$ cat config.mk
export PLATFORM = sky130hd
export DESIGN_NAME = fcg_clock_gen_config
export DESIGN_NICKNAME = d
export VERILOG_FILES = /design/src/hw/fcg_pkg.sv /design/src/hw/fcg_clock_gen_config.sv /design/src/hw/fcg_freq_calc.sv
export SDC_FILE = /design/constraint.sdc
export NUM_CORES = 1
export LEC_CHECK = 0
export BUFFER_PORTS_ARGS = -buffer_cell sky130_fd_sc_hd__buf_2
export CORE_MARGIN = 10
export CORE_UTILIZATION = 60
export CTS_BUF_LIST = sky130_fd_sc_hd__clkbuf_4 sky130_fd_sc_hd__clkbuf_8
export DETAILED_ROUTE_END_ITERATION = 6
export HOLD_SLACK_MARGIN = 0.03
export PLACE_DENSITY = 0.85
export SETUP_SLACK_MARGIN = 0.3
export SLEW_MARGIN = 20
export SYNTH_ARGS = -nofsm -noshare
export SYNTH_HDL_FRONTEND = slang
export SYNTH_SLANG_ARGS = --single-unit
$ cat constraint.sdc
create_clock -name sys_clk -period 11.1 [get_ports sys_clk]
set_input_delay 2.22 -clock sys_clk [delete_from_list [all_inputs] [get_ports sys_clk]]
set_output_delay 2.22 -clock sys_clk [all_outputs]
set_load 0.05 [all_outputs]
$ cat src/hw/fcg_pkg.sv
// constants, field layout and types shared by the clock generator configuration block
package fcg_pkg;

    // ==========================================================
    // clock and register bus
    localparam int unsigned SYS_CLK_HZ       = 100_000_000;
    localparam int unsigned ADDR_W           = 8;

    localparam logic [7:0]  OFS_CTRL_ONE     = 8'h00;
    localparam logic [7:0]  OFS_CTRL_TWO     = 8'h04;
    localparam logic [7:0]  OFS_STATUS_ONE   = 8'h08;
    localparam logic [7:0]  OFS_STATUS_TWO   = 8'h0c;
    localparam logic [7:0]  OFS_FILTER       = 8'h10;
    localparam logic [7:0]  OFS_TRIM         = 8'h14;
    localparam logic [7:0]  OFS_OUT_FREQ     = 8'h18;

    // ==========================================================
    // control register one fields
    localparam int unsigned C1_GAIN_BIT      = 7;
    localparam int unsigned C1_RANGE_BIT     = 6;
    localparam int unsigned C1_XTAL_BIT      = 5;
    localparam int unsigned C1_MODE_HI       = 4;
    localparam int unsigned C1_MODE_LO       = 3;
    localparam int unsigned C1_STOP_EN_BIT   = 2;
    localparam int unsigned C1_LOSS_DIS_BIT  = 1;
    localparam logic [7:0]  C1_WRITE_MASK    = 8'hfe;

    // control register two fields
    localparam int unsigned C2_LOCK_RST_BIT  = 7;
    localparam int unsigned C2_MULT_HI       = 6;
    localparam int unsigned C2_MULT_LO       = 4;
    localparam int unsigned C2_CLK_RST_BIT   = 3;
    localparam int unsigned C2_DIV_HI        = 2;
    localparam int unsigned C2_DIV_LO        = 0;

    // status register one and two fields
    localparam int unsigned S1_MODE_HI       = 7;
    localparam int unsigned S1_MODE_LO       = 6;
    localparam int unsigned S1_REF_OK_BIT    = 5;
    localparam int unsigned S1_CLK_LOSS_BIT  = 4;
    localparam int unsigned S1_LOCK_BIT      = 3;
    localparam int unsigned S1_LOCK_LOSS_BIT = 2;
    localparam int unsigned S1_IRQ_BIT       = 0;
    localparam int unsigned S2_STABLE_BIT    = 0;

    // ==========================================================
    // reset values
    localparam logic [7:0]  CTRL_ONE_RST     = 8'h00;
    localparam logic [7:0]  CTRL_TWO_RST     = 8'h00;
    localparam logic [7:0]  TRIM_RST         = 8'h80;
    localparam int unsigned FILTER_W         = 12;
    localparam logic [11:0] FILTER_RST       = 12'h1f4;

    // ==========================================================
    // frequency model (frequencies in kHz)
    localparam int unsigned FREQ_W           = 20;
    localparam int unsigned FILTER_LSB_KHZ   = 16;
    localparam int unsigned SELF_OUT_KHZ     = 8000;
    localparam int unsigned IRG_KHZ          = 243;
    localparam int unsigned IRG_DIV          = 7;
    localparam int unsigned PRESCALE_LOW     = 64;
    localparam int unsigned PRESCALE_HIGH    = 1;

    // ==========================================================
    // timing
    localparam int unsigned BUS_CLK_DIV      = 2;
    localparam int unsigned MODE_SETTLE_BUS  = 4;
    localparam int unsigned MODE_SETTLE_CYC  = MODE_SETTLE_BUS * BUS_CLK_DIV;
    localparam int unsigned LOOP_STEP_CYC    = 4;

    // ==========================================================
    // types
    typedef enum logic [1:0] {
        FCG_MODE_SELF     = 2'b00,
        FCG_MODE_FEI      = 2'b01,
        FCG_MODE_FBE      = 2'b10,
        FCG_MODE_EXT_LOOP = 2'b11
    } fcg_mode_type;

    typedef enum logic [2:0] {
        FCG_LOOP_OPEN    = 3'b001,
        FCG_LOOP_ACQUIRE = 3'b010,
        FCG_LOOP_LOCKED  = 3'b100
    } fcg_loop_type;

    // multiplication factor N from its three-bit code
    function automatic logic [4:0] fcg_mult(input logic [2:0] code);
        fcg_mult = 5'h04 + {1'b0, code, 1'b0};
    endfunction

    // prescale factor P from the range bit
    function automatic logic [6:0] fcg_prescale(input logic high_range);
        fcg_prescale = high_range ? 7'(PRESCALE_HIGH) : 7'(PRESCALE_LOW);
    endfunction

endpackage

$ cat src/hw/fcg_clock_gen_config.sv
// configuration, status and loop model of the clock generator, reached over classic wishbone
// How it works
// - after reset the generator is self-clocked, about 8 MHz output, 4 MHz bus
// - bus frequency is always half the generator output frequency
// - loop-engaged external mode gives output = reference times P times N divided by R
// - control one bit 6 selects low range with P 64 or high range with P 1
// - control one bits 4:3 written 11 select loop-engaged external mode
// - control one bit 5 set requests a crystal or resonator oscillator
// - control one bit 7 clear selects the low-power oscillator
// - control one bit 2 clear keeps the oscillator off in stop
// - control one bit 1 clear enables loss-of-reference detection
// - control one bit 0 is unimplemented and reads zero
// - control two bit 7 clear makes loss of lock an interrupt, not reset
// - control two bit 3 clear makes reference loss an interrupt, not reset
// - multiply code 000 means factor 4, 011 means factor 10
// - reduce code 000 divides the loop output by one
// - status one is read-only; a write clears the interrupt flag
// - filter bits 15:12 read zero; bits 11:0 are adjusted by the loop
// - mode status follows a mode-select write only after several bus cycles
// - while first locking or relocking after a multiply change, output is divided by 2R
//
// The Wishbone slave port and the register offsets were chosen for this implementation.
`timescale 1ns/1ns
module fcg_clock_gen_config #(
    parameter int unsigned MODE_SETTLE = fcg_pkg::MODE_SETTLE_CYC,
    parameter int unsigned LOOP_STEP   = fcg_pkg::LOOP_STEP_CYC
) (
    // clock and reset
    input  wire logic                          sys_clk,
    input  wire logic                          srst,
    // wishbone slave
    input  wire logic                          wb_cyc_i,
    input  wire logic                          wb_stb_i,
    input  wire logic                          wb_we_i,
    input  wire logic [fcg_pkg::ADDR_W-1:0]    wb_adr_i,
    input  wire logic [3:0]                    wb_sel_i,
    input  wire logic [31:0]                   wb_dat_i,
    output logic      [31:0]                   wb_dat_o,
    output logic                               wb_ack_o,
    // reference oscillator status
    input  wire logic                          ref_clk_present,
    input  wire logic [15:0]                   ext_ref_khz,
    // oscillator controls
    output logic                               osc_high_gain,
    output logic                               osc_high_range,
    output logic                               osc_request,
    output logic                               osc_stop_enable,
    output logic      [7:0]                    osc_trim,
    // generator results and events
    output logic      [fcg_pkg::FREQ_W-1:0]    generator_output_khz,
    output logic      [fcg_pkg::FREQ_W-1:0]    bus_khz,
    output logic                               loop_locked,
    output logic                               clock_irq,
    output logic                               clock_reset_req
);
    import fcg_pkg::*;

    // ==========================================================
    // registers and state
    logic [7:0]          ctrl_one_q;
    logic [7:0]          ctrl_two_q;
    logic [7:0]          trim_q;
    logic [FILTER_W-1:0] filter_q;
    logic                gain_written_q;
    logic                mult_change_q;
    fcg_mode_type        mode_status_q;
    logic [7:0]          settle_cnt_q;
    fcg_loop_type        loop_q;
    fcg_loop_type        loop_d;
    logic [7:0]          step_cnt_q;
    logic                half_rate_q;
    logic                ref_lost_q;
    logic                clk_loss_flag_q;
    logic                lock_loss_flag_q;
    logic                irq_flag_q;
    logic                irq_q;
    logic                rst_req_q;
    logic                ack_q;
    logic [31:0]         dat_q;
    logic [FILTER_W-1:0] target;
    logic [FREQ_W-1:0]   out_khz;
    logic [FREQ_W-1:0]   bus_khz_w;

    // ==========================================================
    // bus decode
    logic                bus_req;
    logic                bus_wr;
    logic                wr_ctrl_one;
    logic                wr_ctrl_two;
    logic                wr_status_one;
    logic                wr_filter_lo;
    logic                wr_filter_hi;
    logic                wr_trim;
    fcg_mode_type        mode_sel;
    logic                uses_ext;
    logic                loop_engaged;
    logic                ref_missing;
    logic                clk_loss_evt;
    logic                lock_loss_evt;
    logic                mult_change;

    always_comb begin
        bus_req       = wb_cyc_i & wb_stb_i & ~ack_q;
        bus_wr        = bus_req & wb_we_i;
        wr_ctrl_one   = bus_wr & (wb_adr_i == OFS_CTRL_ONE) & wb_sel_i[0];
        wr_ctrl_two   = bus_wr & (wb_adr_i == OFS_CTRL_TWO) & wb_sel_i[0];
        wr_status_one = bus_wr & (wb_adr_i == OFS_STATUS_ONE);
        wr_filter_lo  = bus_wr & (wb_adr_i == OFS_FILTER) & wb_sel_i[0];
        wr_filter_hi  = bus_wr & (wb_adr_i == OFS_FILTER) & wb_sel_i[1];
        wr_trim       = bus_wr & (wb_adr_i == OFS_TRIM) & wb_sel_i[0];
        mode_sel      = fcg_mode_type'(ctrl_one_q[C1_MODE_HI:C1_MODE_LO]);
        uses_ext      = (mode_status_q == FCG_MODE_FBE) | (mode_status_q == FCG_MODE_EXT_LOOP);
        loop_engaged  = (mode_status_q == FCG_MODE_EXT_LOOP) | (mode_status_q == FCG_MODE_FEI);
        ref_missing   = ~ctrl_one_q[C1_LOSS_DIS_BIT] & uses_ext & ~ref_clk_present;
        clk_loss_evt  = ref_missing & ~ref_lost_q;
        mult_change   = wr_ctrl_two & (wb_dat_i[C2_MULT_HI:C2_MULT_LO] != ctrl_two_q[C2_MULT_HI:C2_MULT_LO]);
        lock_loss_evt = (loop_q == FCG_LOOP_LOCKED) & (loop_d != FCG_LOOP_LOCKED) & ~mult_change;
    end

    // ==========================================================
    // control register one
    always_ff @(posedge sys_clk) begin
        if (srst) begin
            ctrl_one_q     <= CTRL_ONE_RST;
            gain_written_q <= 1'b0;
        end else if (wr_ctrl_one) begin
            // high gain may be chosen only once per reset
            ctrl_one_q[C1_GAIN_BIT]       <= gain_written_q ? ctrl_one_q[C1_GAIN_BIT] : wb_dat_i[C1_GAIN_BIT];
            ctrl_one_q[C1_RANGE_BIT]      <= wb_dat_i[C1_RANGE_BIT];
            ctrl_one_q[C1_XTAL_BIT]       <= wb_dat_i[C1_XTAL_BIT];
            ctrl_one_q[C1_MODE_HI:C1_MODE_LO] <= wb_dat_i[C1_MODE_HI:C1_MODE_LO];
            ctrl_one_q[C1_STOP_EN_BIT]    <= wb_dat_i[C1_STOP_EN_BIT];
            ctrl_one_q[C1_LOSS_DIS_BIT]   <= wb_dat_i[C1_LOSS_DIS_BIT];
            ctrl_one_q[0]                 <= 1'b0;
            gain_written_q                <= 1'b1;
        end
    end

    // ==========================================================
    // control register two, trim
    always_ff @(posedge sys_clk) begin
        if (srst) begin
            ctrl_two_q <= CTRL_TWO_RST;
        end else if (wr_ctrl_two) begin
            ctrl_two_q <= wb_dat_i[7:0];
        end
    end

    always_ff @(posedge sys_clk) begin
        if (srst) begin
            trim_q <= TRIM_RST;
        end else if (wr_trim) begin
            trim_q <= wb_dat_i[7:0];
        end
    end

    // ==========================================================
    // mode status lags the selection by a settle count
    always_ff @(posedge sys_clk) begin
        if (srst) begin
            mode_status_q <= FCG_MODE_SELF;
            settle_cnt_q  <= '0;
        end else if (mode_sel == mode_status_q) begin
            settle_cnt_q  <= '0;
        end else if (settle_cnt_q == 8'(MODE_SETTLE - 1)) begin
            mode_status_q <= mode_sel;
            settle_cnt_q  <= '0;
        end else begin
            settle_cnt_q  <= settle_cnt_q + 8'h01;
        end
    end

    // ==========================================================
    // loop state
    always_comb begin
        case (loop_q)
            FCG_LOOP_OPEN: begin
                loop_d = loop_engaged ? FCG_LOOP_ACQUIRE : FCG_LOOP_OPEN;
            end
            FCG_LOOP_ACQUIRE: begin
                if (!loop_engaged) begin
                    loop_d = FCG_LOOP_OPEN;
                end else if (filter_q == target && !ref_missing && !mult_change_q) begin
                    loop_d = FCG_LOOP_LOCKED;
                end else begin
                    loop_d = FCG_LOOP_ACQUIRE;
                end
            end
            FCG_LOOP_LOCKED: begin
                if (!loop_engaged) begin
                    loop_d = FCG_LOOP_OPEN;
                end else if (filter_q != target || ref_missing || mult_change) begin
                    loop_d = FCG_LOOP_ACQUIRE;
                end else begin
                    loop_d = FCG_LOOP_LOCKED;
                end
            end
            default: begin
                loop_d = FCG_LOOP_OPEN;
            end
        endcase
    end

    always_ff @(posedge sys_clk) begin
        if (srst) begin
            loop_q <= FCG_LOOP_OPEN;
        end else begin
            loop_q <= loop_d;
        end
    end

    // slow output is kept from entering the loop until lock, and again after a multiply change
    always_ff @(posedge sys_clk) begin
        if (srst) begin
            half_rate_q <= 1'b0;
        end else if ((loop_q == FCG_LOOP_OPEN && loop_d == FCG_LOOP_ACQUIRE) || mult_change) begin
            half_rate_q <= loop_engaged | mult_change;
        end else if (loop_d == FCG_LOOP_LOCKED || !loop_engaged) begin
            half_rate_q <= 1'b0;
        end
    end

    // target is registered, so it lags a multiply write by one cycle;
    // without this the loop would relock on the stale target and then report a lock loss
    always_ff @(posedge sys_clk) begin
        if (srst) begin
            mult_change_q <= 1'b0;
        end else begin
            mult_change_q <= mult_change;
        end
    end

    // ==========================================================
    // filter value: stepped by the loop, writable while bypassed
    always_ff @(posedge sys_clk) begin
        if (srst) begin
            filter_q   <= FILTER_RST;
            step_cnt_q <= '0;
        end else if (loop_engaged) begin
            if (ref_missing || filter_q == target) begin
                step_cnt_q <= '0;
            end else if (step_cnt_q == 8'(LOOP_STEP - 1)) begin
                step_cnt_q <= '0;
                filter_q   <= (filter_q < target) ? filter_q + 12'h001 : filter_q - 12'h001;
            end else begin
                step_cnt_q <= step_cnt_q + 8'h01;
            end
        end else begin
            step_cnt_q <= '0;
            if (wr_filter_lo) begin
                filter_q[7:0] <= wb_dat_i[7:0];
            end
            if (wr_filter_hi) begin
                filter_q[FILTER_W-1:8] <= wb_dat_i[FILTER_W-1:8];
            end
        end
    end

    // ==========================================================
    // loss flags, interrupt and reset request
    always_ff @(posedge sys_clk) begin
        if (srst) begin
            ref_lost_q <= 1'b0;
        end else begin
            ref_lost_q <= ref_missing;
        end
    end

    // a new event in the clearing cycle stays set
    always_ff @(posedge sys_clk) begin
        if (srst) begin
            clk_loss_flag_q  <= 1'b0;
            lock_loss_flag_q <= 1'b0;
            irq_flag_q       <= 1'b0;
        end else begin
            clk_loss_flag_q  <= clk_loss_evt | (clk_loss_flag_q & ~wr_status_one);
            lock_loss_flag_q <= lock_loss_evt | (lock_loss_flag_q & ~wr_status_one);
            irq_flag_q       <= (clk_loss_evt & ~ctrl_two_q[C2_CLK_RST_BIT])
                              | (lock_loss_evt & ~ctrl_two_q[C2_LOCK_RST_BIT])
                              | (irq_flag_q & ~wr_status_one);
        end
    end

    always_ff @(posedge sys_clk) begin
        if (srst) begin
            irq_q     <= 1'b0;
            rst_req_q <= 1'b0;
        end else begin
            irq_q     <= (clk_loss_evt & ~ctrl_two_q[C2_CLK_RST_BIT])
                       | (lock_loss_evt & ~ctrl_two_q[C2_LOCK_RST_BIT])
                       | (irq_flag_q & ~wr_status_one);
            rst_req_q <= (clk_loss_evt & ctrl_two_q[C2_CLK_RST_BIT])
                       | (lock_loss_evt & ctrl_two_q[C2_LOCK_RST_BIT]);
        end
    end

    // ==========================================================
    // frequency calculation
    fcg_freq_calc u_calc (
        .sys_clk     (sys_clk),
        .srst        (srst),
        .mode        (mode_status_q),
        .high_range  (ctrl_one_q[C1_RANGE_BIT]),
        .mult_code   (ctrl_two_q[C2_MULT_HI:C2_MULT_LO]),
        .reduce_code (ctrl_two_q[C2_DIV_HI:C2_DIV_LO]),
        .half_rate   (half_rate_q),
        .filter      (filter_q),
        .ext_ref_khz (ext_ref_khz),
        .out_khz_q   (out_khz),
        .bus_khz_q   (bus_khz_w),
        .target_q    (target)
    );

    // ==========================================================
    // bus read and acknowledge; unmapped reads return zero
    always_ff @(posedge sys_clk) begin
        if (srst) begin
            ack_q <= 1'b0;
            dat_q <= '0;
        end else begin
            ack_q <= bus_req;
            if (bus_req) begin
                case (wb_adr_i)
                    OFS_CTRL_ONE:   dat_q <= {24'h0, ctrl_one_q & C1_WRITE_MASK};
                    OFS_CTRL_TWO:   dat_q <= {24'h0, ctrl_two_q};
                    OFS_STATUS_ONE: dat_q <= {24'h0, mode_status_q, ~ref_missing, clk_loss_flag_q,
                                              loop_q == FCG_LOOP_LOCKED, lock_loss_flag_q, 1'b0, irq_flag_q};
                    OFS_STATUS_TWO: dat_q <= {31'h0, (mode_status_q == FCG_MODE_SELF)
                                              | (mode_status_q == FCG_MODE_FBE)
                                              | (loop_q == FCG_LOOP_LOCKED)};
                    OFS_FILTER:     dat_q <= {20'h0, filter_q};
                    OFS_TRIM:       dat_q <= {24'h0, trim_q};
                    OFS_OUT_FREQ:   dat_q <= {12'h0, out_khz};
                    default:        dat_q <= '0;
                endcase
            end
        end
    end

    // ==========================================================
    // outputs
    assign wb_ack_o             = ack_q;
    assign wb_dat_o             = dat_q;
    assign osc_high_gain        = ctrl_one_q[C1_GAIN_BIT];
    assign osc_high_range       = ctrl_one_q[C1_RANGE_BIT];
    assign osc_request          = ctrl_one_q[C1_XTAL_BIT];
    assign osc_stop_enable      = ctrl_one_q[C1_STOP_EN_BIT];
    assign osc_trim             = trim_q;
    assign generator_output_khz = out_khz;
    assign bus_khz              = bus_khz_w;
    assign loop_locked          = (loop_q == FCG_LOOP_LOCKED);
    assign clock_irq            = irq_q;
    assign clock_reset_req      = rst_req_q;

endmodule // fcg_clock_gen_config

$ cat src/hw/fcg_freq_calc.sv
// registered output, bus and loop-target frequency calculation
`timescale 1ns/1ns
module fcg_freq_calc (
    // clock and reset
    input  wire logic                           sys_clk,
    input  wire logic                           srst,
    // configuration
    input  wire fcg_pkg::fcg_mode_type          mode,
    input  wire logic                           high_range,
    input  wire logic [2:0]                     mult_code,
    input  wire logic [2:0]                     reduce_code,
    input  wire logic                           half_rate,
    input  wire logic [fcg_pkg::FILTER_W-1:0]   filter,
    input  wire logic [15:0]                    ext_ref_khz,
    // results
    output logic      [fcg_pkg::FREQ_W-1:0]     out_khz_q,
    output logic      [fcg_pkg::FREQ_W-1:0]     bus_khz_q,
    output logic      [fcg_pkg::FILTER_W-1:0]   target_q
);
    import fcg_pkg::*;

    logic [31:0] dco_khz;
    logic [31:0] target_khz;
    logic [31:0] target_code;
    logic [31:0] out_khz;
    logic [3:0]  shift;

    always_comb begin
        dco_khz    = 32'(filter) * 32'(FILTER_LSB_KHZ);
        shift      = {1'b0, reduce_code} + {3'b000, half_rate};
        case (mode)
            FCG_MODE_EXT_LOOP: target_khz = 32'(ext_ref_khz) * 32'(fcg_prescale(high_range)) * 32'(fcg_mult(mult_code));
            FCG_MODE_FEI: target_khz = 32'(IRG_KHZ / IRG_DIV) * 32'(PRESCALE_LOW) * 32'(fcg_mult(mult_code));
            default:      target_khz = 32'h0;
        endcase
        target_code = target_khz / 32'(FILTER_LSB_KHZ);
        if (mode == FCG_MODE_FBE) begin
            out_khz = 32'(ext_ref_khz) >> reduce_code;
        end else begin
            out_khz = dco_khz >> shift;
        end
    end

    always_ff @(posedge sys_clk) begin
        if (srst) begin
            out_khz_q <= FREQ_W'(SELF_OUT_KHZ);
            bus_khz_q <= FREQ_W'(SELF_OUT_KHZ / BUS_CLK_DIV);
            target_q  <= '0;
        end else begin
            out_khz_q <= out_khz[FREQ_W-1:0];
            bus_khz_q <= FREQ_W'(out_khz / 32'(BUS_CLK_DIV));
            target_q  <= (target_code > 32'hfff) ? 12'hfff : target_code[FILTER_W-1:0];
        end
    end

endmodule // fcg_freq_calc

==> results.md, run 1 <==
* CTS Root Cell: clkbuf_8
* Setup CP Type: input pin to register
* Final HPWL DP at 20800 µm
* Ys flop type: dfxtp_1
* Fin crit share at 0.824
* EDFF count, synth at 0
* Final setup TNS at 0 ns
* Hold Crit Class: register to register
* Sequential cell fraction of total power at 0.503
* DRT Wirelength at 26700 µm
* Synth cell types at 80
* Initial antenna violation count at 0
* Area growth from synthesis to layout at 6.14%
* Crit start category: input pin
* CP required at 11.37 ns
* First-pass GRT wire length at 44800 µm
* CTS Hold Bufs at 0
* Pin count of the biggest net entering global routing at 83
* Clock Latency Late Sink at 0.38 ns
* Switching part of the total at 0.302
* Clk_skew at 0.0133 ns
* Synthesis-stage register bit count at 109
* Tot Pwr at 778 µW
* Vias in the first global route at 9359
* Status: complete, no violations
* Syn avg cell area at 8.19 µm²
* Total grt overflow at 0
* Die width at 152 µm
* # rows at 48
* Async S/R FF share, synth at 0
* Resize count post-CTS at 0
* Iter 0 DRT Violations at 782
* Synth Warn # at 0
* CTS Buffer Depth at 2
* Pre-Repair DR Iteration Count at 6
* All-Layer GR Usage at 0.223
* Most frequent cells in the layout: nor2_1 (140), dfxtp_1 (109), buf_2 (106), nand2_1 (98), ha_1 (92)
* Comb pwr share at 0.183
* Clk network pwr share at 0.314
* Final setup vio count at 0
* GP Congestion at 0.951
* Nets at 1536
* Remaining antenna violation count after routing at 0
* Final Hold Violating Endpoints at 0
* Syn Std Cell Area at 10500 µm²
* IO buf count at 106
* H-tree Lvls at 3
* Share of layout cells above drive strength 1 at 0.130
* Slew of the pin with the lowest slew margin at 0.995 ns
* Max-cap violations at 0
* Post-Synthesis Cells at 1277
* Postcts setup bufs at 0
* CTS sink cnt at 109
* Residual DRC at 0
* Worst-path clk slew at 0.10 ns
* Mean number of vias per cell at 6.00
* VDD IR-drop max at 0.0654 mV
* CTS tree: yes
* Psw at 235 µW
* RSZ-0062 raised after global routing: no
* R2r worst-path depth at 26
* Setup crit end kind: register
* TritonCTS buffer count at 9
* I/O Pins at 154
* Post-synthesis sequential area ratio at 0.209
* Total number of vias at 9379
* Initial Utilization at 0.609
* Crit path DAT at 9.42 ns
* Die area at 23100 µm²
* Die Y at 152 µm
* Leak pwr at 0.00497 µW
* Fmax achieved at 109 MHz
* Pwr per Cell Area at 70.1 nW/µm²
* Period minus WS final at 9.15 ns
* Max-slew violation total from the final report at 0
* Number of diodes at 0
* Pint at 543 µW
* Core area at 17200 µm²
* Per-cell routed wire length at 17.1 µm
* CP Max Fanout at 9
* Hold depth at 1
* Rel. slew slack at 0.336
* Most common cell after layout, fill and taps aside: nor2_1
-- sequential cells by signal, indices dropped and copies added, names as in the netlist, 2 cells and up --
name / cells
wb_dat_o: 16
u_calc.bus_khz_q: 15
filter_q: 12
u_calc.target_q: 12
ctrl_two_q: 8
osc_trim: 8
settle_cnt_q: 8
step_cnt_q: 8
ctrl_one_q: 7
loop_q: 3
mode_status_q: 2
-- synth_stat cells, types with 4 or more instances --
library cell,n,area share
nor2_1,140,0.050
a222oi_1,13,0.012
xor2_1,19,0.016
a21o_1,13,0.0093
buf_4,42,0.030
xnor2_1,29,0.024
nor2b_1,29,0.017
a211o_1,8,0.0067
nor4_1,4,0.0024
and3_1,17,0.010
a21oi_1,81,0.039
or3_1,6,0.0036
o21ai_0,47,0.023
a31oi_1,8,0.0048
buf_2,4,0.0019
a221oi_1,6,0.0050
or2_2,6,0.0036
nand4_1,12,0.0072
a211oi_1,14,0.010
inv_1,66,0.024
nand3_1,35,0.017
a221o_1,4,0.0038
a22oi_1,19,0.014
a22o_1,5,0.0042
buf_1,4,0.0014
mux2_2,16,0.017
clkbuf_1,47,0.017
o2111ai_1,4,0.0034
o21bai_1,7,0.0050
nand2b_1,20,0.012
nor3_1,22,0.011
dfxtp_1,109,0.21
fa_1,45,0.086
o211ai_1,12,0.0086
and2_1,48,0.029
nand2_1,98,0.035
ha_1,92,0.11
mux2i_1,59,0.057
-- layout make-up --
| cell class | instances | area, µm² |
|---|---|---|
| Timing Repair Buffer | 115 | 598 |
| Sequential cell | 109 | 2180 |
| Multi-Input combinational cell | 1031 | 7580 |
| Tap cell | 225 | 282 |
| Inverter | 67 | 251 |
| Clock buffer | 9 | 124 |
| Fill cell | 1436 | 6080 |
| Clock inverter | 7 | 72.6 |
-- path summary, 6_finish.rpt --
check                                                      end  slack (ns)                        from
worst max-delay path            u_calc.target_q[10]$_SDFF_PP0_        1.95              ext_ref_khz[3]
worst min-delay path                settle_cnt_q[0]$_SDFF_PP0_        0.44  settle_cnt_q[0]$_SDFF_PP0_
worst max register to register  u_calc.target_q[10]$_SDFF_PP0_        3.26  ctrl_one_q[6]$_SDFFE_PP0P_
worst min register to register      settle_cnt_q[0]$_SDFF_PP0_        0.44  settle_cnt_q[0]$_SDFF_PP0_
-- kinds of logic (layout without fill, tap and decap cells) --
kind of cell             Yosys count  in the layout  synth area share
multiplexers                      77             77            0.0780
buffers and inverters            166            198            0.0766
AO/OA/AOI/OAI                    282            282             0.184
AND/OR/NAND/NOR                  457            457             0.216
other                              1             30          0.000359
flip-flops                       109            109             0.209
adder cells (fa/ha/maj)          137            137             0.196
XOR/XNOR                          48             48            0.0402
-- per-stage QoR --
step | hold slack, ns | cells | utilization | instance area [µm²] | worst slack (ns)
detailed placement | 0.437 | 1547 | 0.634 | 10900 | 1.68
CTS | 0.453 | 1563 | 0.646 | 11100 | 2.06
global route | 0.479 | 1563 | 0.646 | 11100 | 1.37
finish | 0.443 | 1563 | 0.646 | 11100 | 1.95
floorplan | 0.413 | 1306 | - | 10600 | 2.69
global placement | 0.423 | 1547 | 0.634 | 10900 | 1.79
-- per-layer routing --
| metal | wire (µm) | share of wire | track usage | vias up |
|---|---|---|---|---|
| met3 | 1500 | 0.056 | 0.0265 | 60 |
| met4 | 901 | 0.034 | 0.0963 | 0 |
| met1 | 11100 | 0.42 | 0.269 | 4418 |
| met5 | 0 | 0 | 0 | - |
| li1 | - | - | - | 4564 |
| met2 | 13200 | 0.49 | 0.392 | 337 |
-- critical path: stages --
cell      delay [ns]
buf_2           0.15
nor2b_1         0.14
ha_1            0.29
ha_1            0.33
nor2b_1         0.14
o21ai_0         0.19
a21boi_0        0.17
o21ai_0         0.22
a21oi_1         0.13
o21ai_0         0.51
a211o_1         0.23
nand3_1         0.11
and2_1          0.19
fa_1            0.48
fa_1            0.50
ha_1            0.32
ha_1            0.42
a21oi_1         0.28
o21ai_1         0.17
o41ai_1         0.54
o21ai_0         0.20
a21oi_1         0.18
mux2_2          0.37
nor4_4          0.47
and2_1          0.34
a21oi_1         0.12
-- power groups by stage --
| stage | logic [µW] | clock network, µW | registers, µW |
|---|---|---|---|
| global route | 158 | 261 | 391 |
| finish | 142 | 244 | 391 |
| detailed placement | 139 | 0 | 400 |
| CTS | 140 | 246 | 391 |
| floorplan | 112 | 0 | 401 |
| global placement | 137 | 0 | 400 |
Power figures use the tool's default switching activity.
==> run 2, diff against run 1 <==
ABC_AREA = 1   (was not set)
CORE_UTILIZATION = 55   (was 60)
PLACE_DENSITY = 0.82   (was 0.85)
clock period = 7.4 ns   (was 11.1 ns; I/O delays follow)
==> run 2 against run 1 <==
  * Clock skew is 0.0031 ns lower
  * Die area is 13% higher
  * First-iteration DRC count is 11% higher
  * Count of clock-buffer cells in the layout did not move
  * Routed wire length grew 16%
  * Synthesized cell count is 34% higher
  * Non-clock buffer count fell by 3
  * Total power is 54% higher
  * Worst setup slack lost 1.2 ns
  * Sequential power increased by 51%
  * Clock power is 53% higher
  * Critical path type unchanged
==> results.md, run 2 <==
* First-pass GRT wire length at 50400 µm (+13%)
* Final Hold Violating Endpoints at 0 (unchanged)
* Period minus WS final at 6.64 ns
* Area leader, netlist: dfxtp_1
* RR Endpoint: u_calc.target_q[3]$_SDFF_PP0_
* Most common cell in the netlist: nand2_1
* Initial Utilization at 0.562 (-0.0464)
* Share of layout cells above drive strength 1 at 0.106 (-0.0242)
* Fin crit share at 0.897
* Clk_skew at 0.0102 ns (-0.00314 ns)
* Max FFs per register at 16 (unchanged)
* Most common cell after layout, fill and taps aside: nand2_1
* Buf+Inv Stages, Crit Path at 4 (+3)
* Core area at 19600 µm² (+14%)
* EDFF count, synth at 0 (unchanged)
* CTS tree: yes
* CTS sink cnt at 109 (unchanged)
* CTS Root Cell: clkbuf_8
* Layout fillers at 1871 (+30%)
* Die area at 26100 µm² (+13%)
* Most frequent cells in the layout: nand2_1 (426), inv_1 (256), nor2_1 (194), o21ai_0 (122), dfxtp_1 (109)
* # rows at 51 (+6.3%)
* Die width at 162 µm (+6.3%)
* Pwr per Cell Area at 102 nW/µm² (+45%)
* Die Y at 162 µm (+6.3%)
* Setup CP Type: input pin to register
* Mean number of vias per cell at 5.43 (-9.5%)
* Per-cell routed wire length at 15.1 µm (-12%)
* CP required at 7.68 ns (-3.69 ns)
* CTS Buffer Depth at 2 (unchanged)
* Status: complete, no violations
* Top cell type's share of synthesized area at 0.198 (-0.0106)
* Synth Warn # at 0 (unchanged)
* Pre-Repair DR Iteration Count at 6 (unchanged)
* Total grt overflow at 0 (unchanged)
* Hold_sp: settle_cnt_q[0]$_SDFF_PP0_
* Async S/R FF share, synth at 0 (unchanged)
* Final setup TNS at 0 ns (unchanged)
* I/O Pins at 154 (unchanged)
* R2r startpoint: ctrl_one_q[6]$_SDFFE_PP0P_
* Worst-path clk slew at 0.10 ns (about the same)
* Pin count of the biggest net entering global routing at 52 (-37%)
* Vias in the first global route at 10.5k (+12%)
* GP Congestion at 0.994 (+4.5%)
* Initial antenna violation count at 1 (+1)
* Max stage delay on crit path at 0.53 ns (about the same)
* Hold slack final at 0.454 ns (+0.0112 ns)
* Synth cell types at 55 (-31%)
* Top cells by count, synth: nand2_1 (426), inv_1 (257), nor2_1 (195), o21ai_0 (122), dfxtp_1 (109)
* TritonCTS buffer count at 9 (unchanged)
* R2r worst-path depth at 28 (+7.7%)
* Area of the multi-input gates at 7460 µm² (-1.6%)
* R2r setup slk at 1.16 ns (-2.10 ns)
* Hold Crit Class: register to register
* IO buf count at 106 (unchanged)
* Number of diodes at 0 (unchanged)
* Syn avg cell area at 6.46 µm² (-21%)
* Hold Path End: settle_cnt_q[0]$_SDFF_PP0_
* Max-slew violation total from the final report at 0 (unchanged)
* CP max-delay cell: fa_1
* Slew of the pin with the lowest slew margin at 0.914 ns (-0.0817 ns)
* Syn Std Cell Area at 11000 µm² (+5.4%)
* Tot Pwr at 1200 µW (+54%)
* Leak pwr at 0.00595 µW (+20%)
* H-tree Lvls at 3 (unchanged)
* Final HPWL DP at 24900 µm (+19%)
* Remaining antenna violation count after routing at 0 (unchanged)
* Residual DRC at 0 (unchanged)
* CP delay by family, top: adder cells
* All-Layer GR Usage at 0.229 (+0.00539)
* Nets at 1976 (+29%)
* Iter 0 DRT Violations at 866 (+11%)
* Cell mode on critical path: nand2_1
* Hold depth at 1 (unchanged)
* Fmax achieved at 151 MHz
* Top cells by area, synth: dfxtp_1 (20%), nand2_1 (15%), ha_1 (10%)
* Max-cap violations at 0 (unchanged)
* CTS Hold Bufs at 0 (unchanged)
* Area growth from synthesis to layout at 6.75%
* Crit path DAT at 6.92 ns (-2.50 ns)
* VDD IR-drop max at 0.0806 mV (+23%)
* Clock Latency Late Sink at 0.38 ns (about the same)
* CP Max Fanout at 6 (-3)
* Sequential Area at 2180 µm² (unchanged)
* RSZ-0062 raised after global routing: no
* Post-Synthesis Cells at 1706 (+34%)
* Synthesis-stage register bit count at 109 (unchanged)
* Crit start category: input pin
* DRT Wirelength at 30900 µm (+16%)
* Rel. slew slack at 0.390 (+0.0545)
* Final setup vio count at 0 (unchanged)
* Post-synthesis sequential area ratio at 0.198 (-0.0106)
* Ys flop type: dfxtp_1
* Total number of vias at 11.1k (+18%)
* Setup crit end kind: register
run 2: kinds of logic (layout without fill, tap and decap cells):
kind of cell | count (synthesis) | after routing | synth area share
simple gates | 780 | 780 | 0.301
buf+inv | 353 | 395 | 0.135
compound gates | 285 | 285 | 0.144
fa+ha+maj | 137 | 137 | 0.186
flops | 109 | 109 | 0.198
xor+xnor | 37 | 37 | 0.0311
mux | 4 | 4 | 0.00364
other cells | 1 | 30 | 0.000341
run 2: final cells by class:
cell class | count | share of cell area
clock buffer | 9 | 0.0105
clock inverter | 6 | 0.00607
inverter | 268 | 0.0858
multi-input combinational | 1273 | 0.635
sequential | 109 | 0.186
tap | 265 | 0.0282
timing repair buffer | 112 | 0.0490
run 2: what timing repair did:
item / in CTS / in global routing
setup endpoints to repair: 0 / 12
buffers inserted: 0 / 3
gates resized for setup: 0 / 4
run 2: routing by layer:
metal,part of all wire,up-vias,global-route usage
met5,0.00029,-,0
met4,0.024,2,0.0637
met3,0.072,58,0.0318
met2,0.49,429,0.410
met1,0.41,5093,0.279
li1,-,5507,-
run 2: metrics by stage:
stage,util,instances,worst slack (ns),area [µm²]
6_report,0.600,2042,0.761,11800
5_1_grt,0.600,2042,0.292,11800
4_1_cts,0.598,2039,0.695,11700
3_5_place_dp,0.588,2024,0.288,11500
3_3_place_gp,0.588,2024,0.375,11500
2_1_floorplan,-,1735,1.20,11100
run 2: how the worst max path moves through the flow:
| stage | start | to | slack (ns) | cells after the start |
|---|---|---|---|---|
| 2_1_floorplan | ext_ref_khz[3] | u_calc.target_q[2]$_SDFF_PP0_ | 1.20 | 31 |
| 3_3_place_gp | ext_ref_khz[3] | u_calc.target_q[2]$_SDFF_PP0_ | 0.37 | 32 |
| 3_5_place_dp | ext_ref_khz[3] | u_calc.target_q[2]$_SDFF_PP0_ | 0.29 | 30 |
| 4_1_cts | ext_ref_khz[3] | u_calc.target_q[2]$_SDFF_PP0_ | 0.69 | 30 |
| 5_1_grt | ext_ref_khz[3] | u_calc.target_q[9]$_SDFF_PP0_ | 0.29 | 32 |
| 6_report | ext_ref_khz[3] | u_calc.target_q[3]$_SDFF_PP0_ | 0.76 | 29 |
run 2: report_power, final:
group          switching [µW]  internal [µW]
Clock                     215            158
Sequential              0.901            588
Combinational             166           68.5
